**src/bfr_consts.svh**
```systemverilog
// constant values for the boot controller
`ifndef BFR_CONSTS_SVH
`define BFR_CONSTS_SVH

// ----------------------------------------------------------------
// host message words
// ----------------------------------------------------------------
`define BFR_MSG_SOFT_RESET 24'h000001
`define BFR_MSG_DOWNLOAD 24'h000004
`define BFR_MSG_DL_ACK 24'h000005
`define BFR_MSG_PLL_LOCK 24'h000006

// ----------------------------------------------------------------
// reply bytes
// ----------------------------------------------------------------
`define BFR_RPL_START 8'h01
`define BFR_RPL_OK 8'h02
`define BFR_RPL_BAD_SUM 8'hff
`define BFR_RPL_APP_FAIL 8'hf0

// ----------------------------------------------------------------
// core clock divide factors
// ----------------------------------------------------------------
`define BFR_DIV_STD 4'hc
`define BFR_DIV_FAST8 4'h8
`define BFR_DIV_FAST6 4'h6
`define BFR_DIV_FAST4 4'h4

// ----------------------------------------------------------------
// image kinds, straps, fetch layout
// ----------------------------------------------------------------
`define BFR_KIND_APP 3'h0
`define BFR_KIND_ASSIST 3'h1
`define BFR_KIND_FAST8 3'h2
`define BFR_KIND_FAST6 3'h3
`define BFR_KIND_FAST4 3'h4
`define BFR_MODE_PARALLEL 2'h3
`define BFR_SETTLE 2'h3
`define BFR_FETCH_BASE 24'h000000
`define BFR_FETCH_LEN 16'h8000
`define BFR_PH_DATA 3'h6
`define BFR_PH_LAST 3'h7

`endif

```
**src/bfr_pkg.sv**
```systemverilog
// types shared by the boot controller and its rom fetch engine
`default_nettype none

package bfr_pkg;

	// controller states
	typedef enum logic [2:0] {
		ST_STRAP, ST_CMD, ST_LOAD, ST_ACK, ST_FETCH, ST_RUN, ST_HALT
	} bfr_state_t;

	// fetch engine states
	typedef enum logic {FE_IDLE, FE_BUSY} bfr_fstate_t;

	// all controller state
	typedef struct packed {
		bfr_state_t st;
		logic [2:0] sy_a;
		logic [2:0] sy_b;
		logic [2:0] sy_c;
		logic [1:0] settle;
		logic [3:0] div;
		logic pll_lock;
		logic app_run;
		logic iba_en;
		logic cfg_def;
		logic rdy;
		logic [7:0] rbyte;
		logic attn_en;
		logic attn_n;
		logic start;
		logic code_v;
		logic [7:0] code_b;
	} bfr_ctrl_t;

	// all fetch engine state
	typedef struct packed {
		bfr_fstate_t st;
		logic [3:0] tick;
		logic [3:0] div;
		logic [2:0] ph;
		logic [23:0] addr;
		logic [15:0] left;
		logic [7:0] d_a;
		logic [7:0] d_b;
		logic [7:0] d_c;
		logic strobe_n;
		logic sel_n;
		logic [7:0] dout;
		logic den;
		logic bv;
		logic [7:0] bd;
		logic done;
	} bfr_fetch_t;

endpackage : bfr_pkg

`default_nettype wire

```
**src/bfr_fetch_if.sv**
```systemverilog
// link between the boot controller and the rom fetch engine
`timescale 1ns/100ps
`default_nettype none

interface bfr_fetch_if;
	logic start;
	logic [3:0] div;
	logic [15:0] len;
	logic bv;
	logic [7:0] bd;
	logic done;
	modport ctrl (output start, output div, output len,
		input bv, input bd, input done);
	modport eng (input start, input div, input len,
		output bv, output bd, output done);
endinterface : bfr_fetch_if

`default_nettype wire

```
**src/bfr_boot_ctrl.sv**
```systemverilog
// boot controller: fast autoboot, boot assist, failure report, soft reset
`timescale 1ns/100ps
`default_nettype none

`include "bfr_consts.svh"

module bfr_boot_ctrl import bfr_pkg::*; #(
	parameter logic [15:0] FETCH_BYTES = `BFR_FETCH_LEN
) (
	// clock and reset
	input wire logic clk,
	input wire logic rst,
	// shared select / attention pin and mode straps
	input wire logic autoboot_select_n,
	output logic host_attention_n,
	output logic host_attention_n_en,
	input wire logic [1:0] mode_strap,
	// external memory pins
	output logic memory_output_enable_strobe_n,
	output logic ext_memory_select_n,
	input wire logic [7:0] mem_data_pin,
	output logic [7:0] mem_data_drive,
	output logic mem_data_en,
	// serial port side
	input wire logic msg_valid,
	input wire logic [23:0] msg_word,
	input wire logic image_valid,
	input wire logic image_last,
	input wire logic image_sum_ok,
	input wire logic [2:0] image_kind,
	input wire logic image_fits,
	input wire logic reply_read,
	input wire logic app_resident,
	// replies and core controls
	output logic reply_ready,
	output logic [7:0] reply_byte,
	output logic [3:0] core_div,
	output logic pll_lock,
	output logic app_run,
	output logic internal_app_enable,
	output logic config_default,
	output logic code_valid,
	output logic [7:0] code_byte
);

	bfr_ctrl_t q, d;
	bfr_fetch_if fx ();

	// ----------------------------------------------------------------
	// next state
	// ----------------------------------------------------------------
	always_comb begin
		d = q;
		d.cfg_def = 1'b0;
		d.start = 1'b0;
		// pins pass three flops; only the third and second are compared
		d.sy_a = {autoboot_select_n, mode_strap};
		d.sy_b = q.sy_a;
		d.sy_c = q.sy_b;
		// fetched code bytes go straight to the core
		d.code_v = fx.bv;
		d.code_b = fx.bd;
		// a read takes the reply; a new reply below wins over it
		if (reply_read) begin
			d.rdy = 1'b0;
		end
		case (q.st)
			ST_STRAP: begin
				if (q.settle != `BFR_SETTLE) begin
					d.settle = q.settle + 2'h1;
				// strap decision once the pins agree
				end else if (q.sy_b == q.sy_c) begin
					if (!q.sy_c[2] && q.sy_c[1:0] != `BFR_MODE_PARALLEL) begin
						d.div = `BFR_DIV_STD;
						d.start = 1'b1;
						d.st = ST_FETCH;
					end else begin
						d.st = ST_CMD;
					end
				end
			end
			ST_CMD: begin
				if (msg_valid) begin
					// download request answered with ready byte
					if (msg_word == `BFR_MSG_DOWNLOAD) begin
						d.rdy = 1'b1;
						d.rbyte = `BFR_RPL_START;
						d.st = ST_LOAD;
					// soft reset restarts with default settings
					end else if (msg_word == `BFR_MSG_SOFT_RESET
						&& app_resident) begin
						d.cfg_def = 1'b1;
						d.app_run = 1'b1;
						d.st = ST_RUN;
					end else if (msg_word == `BFR_MSG_PLL_LOCK) begin
						d.pll_lock = 1'b1;
					end
				end
			end
			ST_LOAD: begin
				if (image_valid && image_last) begin
					if (!image_sum_ok) begin
						d.rdy = 1'b1;
						d.rbyte = `BFR_RPL_BAD_SUM;
						d.st = ST_HALT;
					end else begin
						d.rdy = 1'b1;
						d.rbyte = `BFR_RPL_OK;
						case (image_kind)
							// fast loader leads straight into autoboot
							`BFR_KIND_FAST8, `BFR_KIND_FAST6,
							`BFR_KIND_FAST4: begin
								d.start = 1'b1;
								d.st = ST_FETCH;
								if (image_kind == `BFR_KIND_FAST8) begin
									d.div = `BFR_DIV_FAST8;
								end else if (image_kind == `BFR_KIND_FAST6) begin
									d.div = `BFR_DIV_FAST6;
								end else begin
									d.div = `BFR_DIV_FAST4;
								end
							end
							// boot assist enables internal rom code
							`BFR_KIND_ASSIST: begin
								d.iba_en = 1'b1;
								d.st = ST_RUN;
							end
							default: d.st = ST_ACK;
						endcase
					end
				end
			end
			ST_ACK: begin
				if (msg_valid && msg_word == `BFR_MSG_DL_ACK) begin
					if (image_fits) begin
						d.app_run = 1'b1;
					end else begin
						// failure byte for the host to read
						d.rdy = 1'b1;
						d.rbyte = `BFR_RPL_APP_FAIL;
					end
					d.st = ST_RUN;
				end
			end
			ST_FETCH: begin
				if (fx.done) begin
					if (image_fits) begin
						d.app_run = 1'b1;
					end else begin
						d.rdy = 1'b1;
						d.rbyte = `BFR_RPL_APP_FAIL;
					end
					d.st = ST_RUN;
				end
			end
			ST_RUN: begin
				// lock may come later with the start of decoding
				if (msg_valid && msg_word == `BFR_MSG_PLL_LOCK) begin
					d.pll_lock = 1'b1;
				end
			end
			default: d.st = ST_HALT; // spins until hard reset
		endcase
		// pin left released while straps settle and during a fetch
		d.attn_en = d.rdy && d.st != ST_FETCH && d.st != ST_STRAP;
		d.attn_n = ~d.attn_en;
	end

	// ----------------------------------------------------------------
	// state register
	// ----------------------------------------------------------------
	always_ff @(posedge clk) begin
		if (rst) begin
			q <= '0;
			q.div <= `BFR_DIV_STD;
			q.attn_n <= 1'b1;
		end else begin
			q <= d;
		end
	end

	// ----------------------------------------------------------------
	// fetch engine
	// ----------------------------------------------------------------
	assign fx.start = q.start;
	assign fx.div = q.div;
	assign fx.len = FETCH_BYTES;

	bfr_rom_fetch u_fetch (
		.clk(clk),
		.rst(rst),
		.fx(fx),
		.strobe_n(memory_output_enable_strobe_n),
		.sel_n(ext_memory_select_n),
		.dout(mem_data_drive),
		.den(mem_data_en),
		.din(mem_data_pin)
	);

	// outputs straight from the state register
	assign host_attention_n = q.attn_n;
	assign host_attention_n_en = q.attn_en;
	assign reply_ready = q.rdy;
	assign reply_byte = q.rbyte;
	assign core_div = q.div;
	assign pll_lock = q.pll_lock;
	assign app_run = q.app_run;
	assign internal_app_enable = q.iba_en;
	assign config_default = q.cfg_def;
	assign code_valid = q.code_v;
	assign code_byte = q.code_b;

endmodule : bfr_boot_ctrl

`default_nettype wire

```
**src/bfr_rom_fetch.sv**
```systemverilog
// rom fetch engine: address latch cycles and data reads
`timescale 1ns/100ps
`default_nettype none

`include "bfr_consts.svh"

module bfr_rom_fetch import bfr_pkg::*; (
	// clock and reset
	input wire logic clk,
	input wire logic rst,
	// controller side
	bfr_fetch_if.eng fx,
	// memory pins
	output logic strobe_n,
	output logic sel_n,
	output logic [7:0] dout,
	output logic den,
	input wire logic [7:0] din
);

	bfr_fetch_t q, d;

	// address byte for a latch cycle, high byte first
	function automatic logic [7:0] abyte(input logic [23:0] a,
		input logic [1:0] i);
		case (i)
			2'h0: return a[23:16];
			2'h1: return a[15:8];
			default: return a[7:0];
		endcase
	endfunction : abyte

	// ----------------------------------------------------------------
	// next state
	// ----------------------------------------------------------------
	// each phase lasts div core cycles, the data phase at least div; even phases pull the strobe low
	always_comb begin
		d = q;
		d.bv = 1'b0;
		d.done = 1'b0;
		d.d_a = din;
		d.d_b = q.d_a;
		d.d_c = q.d_b;
		case (q.st)
			FE_IDLE: begin
				if (fx.start) begin
					d.st = FE_BUSY;
					d.div = fx.div;
					d.left = fx.len;
					d.addr = `BFR_FETCH_BASE;
					d.tick = 4'h0;
					d.ph = 3'h0;
					d.strobe_n = 1'b0;
					d.den = 1'b1;
					d.dout = abyte(`BFR_FETCH_BASE, 2'h0);
				end
			end
			FE_BUSY: begin
				if (q.tick != q.div - 4'h1) begin
					d.tick = q.tick + 4'h1;
				// hold the read until the data pins have settled
				end else if (q.ph != `BFR_PH_DATA || q.d_b == q.d_c) begin
					d.tick = 4'h0;
					// data read on fourth low pulse
					if (q.ph == `BFR_PH_DATA) begin
						d.bv = 1'b1;
						d.bd = q.d_c;
						d.strobe_n = 1'b1;
						d.sel_n = 1'b1;
						d.ph = `BFR_PH_LAST;
					end else if (q.ph == `BFR_PH_LAST) begin
						if (q.left == 16'h1) begin
							d.done = 1'b1;
							d.st = FE_IDLE;
						end else begin
							d.left = q.left - 16'h1;
							d.addr = q.addr + 24'h1;
							d.ph = 3'h0;
							d.strobe_n = 1'b0;
							d.den = 1'b1;
							d.dout = abyte(q.addr + 24'h1, 2'h0);
						end
					end else begin
						d.ph = q.ph + 3'h1;
						// rising edges latch the three address bytes
						if (d.ph == `BFR_PH_DATA) begin
							d.sel_n = 1'b0;
							d.strobe_n = 1'b0;
							d.den = 1'b0; // pins turn to inputs
						end else begin
							d.strobe_n = d.ph[0];
							d.dout = abyte(q.addr, d.ph[2:1]);
						end
					end
				end
			end
			default: d.st = FE_IDLE;
		endcase
	end

	// ----------------------------------------------------------------
	// state register
	// ----------------------------------------------------------------
	always_ff @(posedge clk) begin
		if (rst) begin
			q <= '0;
			q.strobe_n <= 1'b1;
			q.sel_n <= 1'b1;
		end else begin
			q <= d;
		end
	end

	// outputs straight from the state register
	assign strobe_n = q.strobe_n;
	assign sel_n = q.sel_n;
	assign dout = q.dout;
	assign den = q.den;
	assign fx.bv = q.bv;
	assign fx.bd = q.bd;
	assign fx.done = q.done;

endmodule : bfr_rom_fetch

`default_nettype wire

```
**config.mk**
```make
export PLATFORM = sky130hd
export DESIGN_NAME = bfr_boot_ctrl
export DESIGN_NICKNAME = d
export VERILOG_FILES = /design/src/bfr_pkg.sv /design/src/bfr_fetch_if.sv /design/src/bfr_boot_ctrl.sv /design/src/bfr_rom_fetch.sv
export VERILOG_INCLUDE_DIRS = /design/src
export SDC_FILE = /design/constraint.sdc
export NUM_CORES = 1
export LEC_CHECK = 0
export BUFFER_PORTS_ARGS = -buffer_cell sky130_fd_sc_hd__buf_4
export CAP_MARGIN = 20
export CORE_UTILIZATION = 38
export CTS_CLUSTER_DIAMETER = 120
export DETAILED_ROUTE_END_ITERATION = 16
export PLACE_DENSITY = 0.59
export RECOVER_POWER = 25
export SLEW_MARGIN = 20
export SYNTH_ARGS = -nofsm -noshare
export SYNTH_HDL_FRONTEND = slang
export SYNTH_SLANG_ARGS = --single-unit
```
**constraint.sdc**
```tcl
create_clock -name clk -period 2.5 [get_ports clk]
set_input_delay 0.75 -clock clk [delete_from_list [all_inputs] [get_ports clk]]
set_output_delay 0.75 -clock clk [all_outputs]
set_load 0.02 [all_outputs]
```
# Word level (Yosys, flattened, before mapping)
# Index checks and enable logic that the tools add are counted.
dict set report classes {
  muxes 86
  reduce_logical 35
  n_eq_ne 52
  bitwise 7
  add_sub_neg 6
}
# cell count
set op_table {}
lappend op_table {{2-to-1 mux 43 bit} 3}
lappend op_table {{2-to-1 mux 9 bit} 11}
lappend op_table {{one-hot mux 43 bit (2 select lines)} 1}
lappend op_table {{2-to-1 mux 40 bit} 2}
lappend op_table {{equality test 24 x 3 -> 1 bit, second input constant} 3}
lappend op_table {{2-to-1 mux 52 bit} 1}
lappend op_table {{2-to-1 mux 21 bit} 2}
lappend op_table {{inequality test 2 bit, second input constant} 21}
lappend op_table {{2-to-1 mux 3 bit} 12}
lappend op_table {{one-hot mux 9 bit (4 select lines)} 1}
lappend op_table {{AND reduction 6 bit} 6}
lappend op_table {{2-to-1 mux 4 bit} 8}
lappend op_table {{2-to-1 mux 1 bit} 28}
lappend op_table {{adder 24 x 1 -> 24 bit, second input constant} 1}
lappend op_table {{equality test 24 x 1 -> 1 bit, second input constant} 1}
lappend op_table {{equality test 3 bit, second input constant} 6}
lappend op_table {{inequality test 3 bit, second input constant} 6}
lappend op_table {{one-hot mux 3 bit (6 select lines)} 1}
lappend op_table {{one-hot mux 9 bit (2 select lines)} 1}
lappend op_table {{equality test 16 x 1 -> 1 bit, second input constant} 1}
lappend op_table {{2-to-1 mux 8 bit} 2}
lappend op_table {{one-hot mux 8 bit (2 select lines)} 1}
lappend op_table {{subtractor 16 x 1 -> 16 bit, second input constant} 1}
lappend op_table {{equality test 3 x 2 -> 1 bit, second input constant} 4}
lappend op_table {{34 further kinds} 62}
dict set report totals {
  inputBits 47
  reg_bits 140
  wordCells 219
  output_inout_bits 39
}

# Logic depth before layout (Yosys ltp)
# Gate-level depths: netlist of the first run.
dict set report logic_depth {
  depth_word 10
  ltp_mapped 10
  ltp_nobuf 8
}

# Cells and area by module
# A second synthesis of the first run with hierarchy kept.
dict set report unflattened {
  cells_unflattened 822
  area_unflattened_um2 7025.5
}
# module seq_area_each_um2 area_per_inst_um2 cells_each instances
set modules_own_cells {}
lappend modules_own_cells {bfr_rom_fetch 1941.9 5032.3 594 1}
lappend modules_own_cells {bfr_boot_ctrl 840.8 1993.2 228 1}

# Worst setup path before layout of the first run
# No wires, ideal clock.
dict set report synth_path {
  kind {input-to-reg}
  from {input port msg_word[5]}
  to {register q (netlist bit reply_byte[4])}
  n_path_buf 0
  setup_time_ns 0.132
  arrival_ns 2.237
  required_ns 2.368
  path_slack_ns 0.131
  cell_stages 6
  path_cell_list {nor4_1 > nand4b_1 > a211o_1 > a211o_1 > o31ai_2 > a21oi_1}
}
dict set report synth_via {
  elab_chain_len 4
  elab_cells_between_ends 6
  classes_between {eq/ne: 4; reduce/logical: 2}
}
# item line_no
set synth_rtl {}
lappend synth_rtl {{from (decl)} bfr_boot_ctrl.sv:26} ;# input wire logic [23:0] msg_word,
lappend synth_rtl {{equality test 24 x 3 -> 1 bit (no line)} n/a}
lappend synth_rtl {{logical AND 1 bit (no line)} n/a}
lappend synth_rtl {{inequality test 2 bit (no line)} n/a}
lappend synth_rtl {{AND reduction 6 bit (no line) *} n/a}
lappend synth_rtl {{to (decl)} bfr_boot_ctrl.sv:46} ;# bfr_ctrl_t q, d;
# Every way passes the cells marked *; elsewhere a longest branch is shown, timed or not.
# A chain may end at the register's enable or synchronous reset.

# Worst setup path in the final report of the first run
dict set report layout_path {
  from {register u_fetch.q[55] (netlist name)}
  to {register u_fetch.q (netlist bit u_fetch.dout[4])}
}
dict set report layout_via {
  elab_chain_len 3
}
# item line_no
set layout_rtl {}
lappend layout_rtl {{from (decl)} bfr_rom_fetch.sv:21} ;# bfr_fetch_t q, d;
lappend layout_rtl {{equality test 16 x 1 -> 1 bit} bfr_rom_fetch.sv:72} ;# if (q.left == 16'h1) begin
lappend layout_rtl {{inequality test 3 bit (no line)} n/a}
lappend layout_rtl {{AND reduction 6 bit (no line)} n/a}
# No other way between the ends.

==> results list, run 1 <==
- The run finished with clean final reports.
* Cell count after placement: 1009
- Dividing the final minimum period by the clock period gives 0.946.
- Mean instance size in the synthesized netlist: 8.84 µm²
* Detailed-routing iteration count for the pre-antenna-repair pass: 5
- The most critical setup path has its startpoint at u_fetch.q[55].
- Across every metal layer, demand over resource in global routing totals 0.169.
* Final hold violation count: 0
- For this block, wires on met1 add up to 7000 µm.
- Syn Inst Count: 746
* Max Clock Freq: 0.423 GHz
- The routed design could run at a clock period as short as 2360 ps.
- Final Total Pwr: 0.00515 W
* Via count: 5384
- Leaving out filler cells and counting taps, the final layout contains 1041.
- For this run, the leading register cell type out of synthesis is dfxtp_1.
* Root Buffer Master: clkbuf_16
* Maximum fanout along the worst path: 8
- Startpoint types: flip-flop
- Buffers placed on the I/O ports in this run total 84.
- Max Cap Violations: 0
* Initial core utilization: 0.394
* Post-detail-place hpwl: 10600 µm
- Slew at the pin with the worst max-slew slack: 816 ps
* Slew Limit Headroom: 0.456
- The die is 134 µm wide.
- Area occupied by multi-input gates: 3400 µm²
- The internal power of the cells totals 0.00386 W.
- TritonCTS clock tree: yes
- The congestion estimate from routability-driven global placement came to 0.851.
- Final count of pins violating max slew: 0
- Worst setup slack before clock tree synthesis: -156 ps
* NumNets Final: 865
- In this run the power density over the cells is 654 nW/µm².
* HP Class: flip-flop to flip-flop
- Post-CTS Hold Fix Bufs: 0
* Final setup vio count: 0
- Nets in the synthesized netlist: 803
* Critical path capture point type: flip-flop
* Asr flop ratio synth: 0
- Of the cells placed in the final design, the portion with a size suffix greater than 1 is 0.200.
- Cell Area, Synth: 6600 µm²
* Core footprint: 16800 µm²
* Aggregate global routing overflow: 0
* Wire length reported by the detailed router: 14700 µm
- Of the total power, the share spent switching nets is 0.251.
- The library cells used most frequently in the layout, excluding fill and tap cells, are dfxtp_1 (138), buf_4 (104), nor2_1 (81).
* Global-route wire length before repair: 24400 µm
- The number of global-route vias before repair was 5069.
- Number of enable flip-flop cells after synthesis: 0
- Sw Pwr: 0.00129 W
- Average wire per cell in the routed design: 14.1 µm
- In this run the number of H-tree levels came out at 4.
- Worst clock skew: 7.63 ps
* Number of DRC violations after detailed-routing iteration 0: 341
- Highest metal layer with signal wires: met4
- Origin of the worst min-delay path: u_fetch.d[34]
* Ant. Diodes: 0
* Number of vias per cell: 5.17
- Post-route worst hold slack: 437 ps
- Entering global routing, the biggest net connects 43 pins.
- Total CTS buffers: 17
- Setup repair after global routing could not meet its margin everywhere.
- After filler insertion, the fill cell instance count of the layout stands at 1598.
- Crit path DAT: 2720 ps
- Overall die height: 134 µm
- DR WL met2: 6810 µm
- The number of antenna violations at the first check in global routing is 0.
- Maximum buffer depth of the clock tree: 2
* Post-synthesis sequential area ratio: 0.419
- The library cell used most frequently in the layout, excluding fill and tap cells, is dfxtp_1.
- The floorplan step defined a die boundary enclosing 17900 µm².
- In the final timing run, aggregate negative setup slack is 0 ps.
- From synthesis to final layout, the design area changed by 19.4%.
- The share of total power dissipated in combinational logic is 0.088.
- Required time at the endpoint of the critical path: 2860 ps
* Total number of yosys warnings: 0
- Reg2Reg Launch Point: u_fetch.q[55]
- Leakage: 3.13 nW
- Netlist cell types: 75
- 86 I/O pins were placed.
- # clock sinks: 138
- Final WS setup: 136 ps
- CTS clk-pin slew, worst paths: 60 ps
- Core Rows: 47
- Relative contribution of sequential cells to total power: 0.448
- The worst-case IR drop observed on VDD is 0.464 mV.
* Skew-Pair Late Insertion Delay: 410 ps
- Detailed routing placed a total of 648 µm of wire on met3.
- Yosys reg bits: 138
* Area taken by flip-flops and latches: 2760 µm²
- For this run, design rule violations remaining after detail routing come to 0.
* Remaining number of nets flagged by the antenna check after routing: 0
- Clock Power Share: 0.465
- Kind of critical path: flip-flop to flip-flop
[cell usage after synthesis (4+ instances only)]
master	count	area [µm²]
dfxtp_1	138	2760
nor2_1	81	304
nand2_1	52	195
nor2b_1	50	313
a21oi_1	45	225
buf_4	30	225
clkbuf_1	25	93.8
xnor2_1	25	219
nand3_1	24	120
xor2_1	23	201
mux2i_1	20	200
inv_1	18	67.6
nor3_1	17	85.1
o21ai_0	17	85.1
nor4_1	14	87.6
nand4_1	11	68.8
ha_1	10	125
or3_1	10	62.6
a211oi_1	8	60.1
a22o_1	8	70.1
and3_1	6	37.5
o21ai_1	6	30.0
buf_2	5	25.0
nand2b_1	5	31.3
o22ai_1	5	31.3
o31ai_1	5	37.5
or4_1	5	37.5
a21o_1	4	30.0
and2_1	4	25.0
nor3b_1	4	30.0
or2_2	4	25.0
[through the flow]
stage / util / cell area, µm²
global route: 0.470 / 7880
CTS: 0.470 / 7880
detailed placement: 0.436 / 7310
finish: 0.470 / 7880
global placement: 0.436 / 7310
floorplan: - / 6600
[power by group through the flow]
stage               logic, W  registers, W  clock network [W]
floorplan           0.000302       0.00235                  0
global placement    0.000442       0.00235                  0
detailed placement  0.000451       0.00235                  0
CTS                 0.000454       0.00230            0.00246
global route        0.000505       0.00231            0.00255
finish              0.000451       0.00231            0.00239
[cells by family after synthesis]
group | synth area share
flip-flops | 0.419
adder cells (fa/ha/maj) | 0.0190
AO/OA/AOI/OAI | 0.130
multiplexers | 0.0303
AND/OR/NAND/NOR | 0.268
other | 0.000568
XOR/XNOR | 0.0671
buffers and inverters | 0.0670
[worst max-delay path, stage by stage, from the launching register on]
cell,delay [ps]
dfxtp_1,370
nor4_1,500
nand4_1,430
o21ai_0,480
o21ba_2,340
a22o_1,180
[layout make-up]
type                    instances  share of cell area
well taps                     220              0.0349
repair buffers                107               0.103
multi-input cells             526               0.431
clock buffers                  18              0.0545
clock inverters                14              0.0172
flip-flops and latches        138               0.351
inverters                      18             0.00858
[worst paths after layout]
path	to	slack [ps]	depth (start not counted)
worst min-delay path	u_fetch.d[26]	440	1
worst max-delay path	u_fetch.dout[4]	140	5
worst min register to register	u_fetch.d[26]	440	1
worst max register to register	u_fetch.dout[4]	140	5
[per-layer routing]
layer,GRT usage,vias to the layer above
li1,-,2718
met1,0.220,2509
met2,0.269,135
met3,0.0411,22
met4,0.0663,0
met5,0,-
[flip-flops by register name, indices dropped and copies added, names as in the netlist, 3 cells and up]
name	count
core_div	3
reply_byte	8
code_byte	8
d	6
q	8
u_fetch.q	59
u_fetch.dout	8
u_fetch.fx.bd	8
u_fetch.d	16
[timing repair]
| action | in CTS | in global routing |
|---|---|---|
| setup endpoints to repair | 0 | 14 |
| setup buffers | 0 | 0 |
| resized for setup | 0 | 2 |
No activity file was read; power rests on OpenSTA's default activity.
==> run 2, diff against run 1 <==
- MAX_ROUTING_LAYER: default -> met4
==> results list, run 2 (synthesized netlist as in run 1, its figures left out) <==
- The hold violation total from the final report came to 0.
- The register with the most flip-flops in the layout has 59 of them.
* Crit. path cell count: 7
- Across all register-to-register paths, the minimum setup slack is 150 ps.
- Final count of pins violating max slew: 0
- The number of antenna diodes in the final layout is 0.
- DP Area: 7300 µm²
* Average wire per cell in the routed design: 14.0 µm
- The worst setup path is captured at a flip-flop.
* Number of DRC violations after detailed-routing iteration 0: 366
- Root Buffer Master: clkbuf_16
- Met3 track demand over resource in global routing: 0.0312
* Clock H-tree levels: 4
- Once placement completed, the tool counted placed cells totaling 1007.
* Number of vias per cell: 5.15
* Final standard cell utilization of the core: 0.470
- Wire length reported by the detailed router: 14600 µm
- In this run the worst hold path is classified as flip-flop to flip-flop.
- In the final layout, the share of cells above drive strength 1 is 0.197.
- Slowest cell on crit path: or3_1
- STA puts the critical path data required time at 2820 ps.
* Maximum number of pins on one net before global-route repair: 36
* Number of global-route vias before repair: 5135
* Commonest non-fill, non-tap cell in the layout: dfxtp_1
- R2R Path End: u_fetch.q[78]
- Overall global routing resource usage: 0.177
- Most frequent cells in the layout: dfxtp_1 (138), buf_4 (101), nor2_1 (81)
- Final worst path period share: 0.941
* Power density relative to cell area: 660 nW/µm²
- Number of buffers and inverters on the critical path: 1
* Global-route wire length before repair: 24600 µm
- Final setup vio count: 0
- Max Cap Violations: 0
- Crit path DAT: 2670 ps
* Maximum fanout along the worst path: 6
- Initial core utilization: 0.394
- Reg with most FFs: u_fetch.q
- In this run the remaining antenna-violating nets after routing total 0.
- Detailed routing inserted a total of 5352 vias.
- Floorplan die area: 17900 µm²
- Aggregate global routing overflow: 0
* Largest voltage drop on the vdd net: 0.458 mV
- Die X: 134 µm
- Overall die height: 134 µm
- The later pin in the worst-skew pair is clocked with a latency of 420 ps.
- In this design, the largest share of critical-path delay is due to simple AND/OR/NAND/NOR gates.
- Destination of the critical timing path: u_fetch.q[78]
- Critical path cell sequence: inv_1, ha_1, xor2_1, and4_1, nand3_1, or3_1, o31ai_1
- Cell depth of the worst flop-to-flop path: 7
- After clock tree synthesis, the clock-pin slew on the worst setup and hold paths is 60 ps.
* Met2 GRT Util: 0.277
- Startpoint types: flip-flop
* Worst setup startpoint: u_fetch.q[89]
- In the final timing run, aggregate negative setup slack is 0 ps.
- The largest single stage delay on the critical path is 490 ps.
- The net count of the finished layout is 863.
* Post-route non-filler standard cell count: 1039
* Post-detail-place hpwl: 10500 µm
* Core footprint: 16800 µm²
* Reg2Reg Launch Point: u_fetch.q[89]
- The worst path needs 2350 ps of the cycle, external delays included.
- Setup repair after global routing left no endpoint under its margin.
- For the pin with the worst max-slew slack, the measured transition is 835 ps.
* Fill cells: 1610
- The flow ran to the end, and the final reports show no timing, DRC or antenna violations.
- The analysis attributes to cell leakage a power of 3.12 nW.
- # clock sinks: 138
- Worst clock skew: 7.67 ps
* Remaining routing DRC violations: 0
* Post-CTS setup buffer count: 0
* Post-route standard cell area excluding fillers: 7880 µm²
- Routability congestion estimate from global placement: 0.874
* PortBufs: 84
- TritonCTS clock tree: yes
* Met1 layer usage reported by global route: 0.227
* Kind of critical path: flip-flop to flip-flop
- After layout, the design draws a total of 0.00520 W.
- For this run, the top clock speed supported by timing is 0.425 GHz.
- Area grow syn2layout: 19.4%
* Core Rows: 47
- The number of antenna violations at the first check in global routing came to 0.
- No sink is reached through more buffers than the 2 on the longest clock path.
* Most Crowded Layer GR: met2
- The first detailed-routing pass took 5 iterations.
* Slew Limit Headroom: 0.444
- Total I/O pin count: 86
* Total CTS buffers: 17
## run 2: how the worst min path moves through the flow
stage,from,endpoint,slack [ps],cells past startpoint
detailed placement,u_fetch.d[29],u_fetch.d[21],420,1
floorplan,u_fetch.fx.bv,code_valid,410,1
CTS,u_fetch.d[29],u_fetch.d[21],440,1
finish,u_fetch.d[32],u_fetch.d[24],430,1
global placement,u_fetch.d[33],u_fetch.d[25],420,1
global route,d[36],d[33],450,1
## run 2: power by group
group / internal, W / switching (W) / total, W / leakage [nW]
Sequential: 0.00226 / 0.0000500 / 0.00231 / 1.12
Combinational: 0.000203 / 0.000244 / 0.000447 / 1.72
Clock: 0.00141 / 0.00104 / 0.00244 / 0.288
Total: 0.00387 / 0.00133 / 0.00520 / 3.12
## run 2: what timing repair did
action                                  4_1_cts  5_1_grt
endpoints found under the setup margin        0       13
endpoints found under the hold margin         0        0
hold buffers                                  0        0
resized for setup                             0        3
## run 2: area by class of cell
cell class,instances,area [µm²],area share
timing repair buffer,105,791,0.100
clock buffer,17,425,0.0540
tap,220,275,0.0349
sequential,138,2760,0.351
clock inverter,15,150,0.0191
inverter,18,67.6,0.00858
multi-input combinational,526,3400,0.432
## run 2: routing by layer
metal / part of all wire / wire, µm
met3: 0.034 / 492
met1: 0.48 / 7010
met5: 0 / 0
met4: 0.013 / 183
met2: 0.47 / 6900
## run 2: stage by stage
stage	setup WS, ps	hold WS [ps]
3_3_place_gp	-75.1	418
4_1_cts	53.9	438
6_report	146	434
2_1_floorplan	131	414
3_5_place_dp	-146	423
5_1_grt	3.46	451
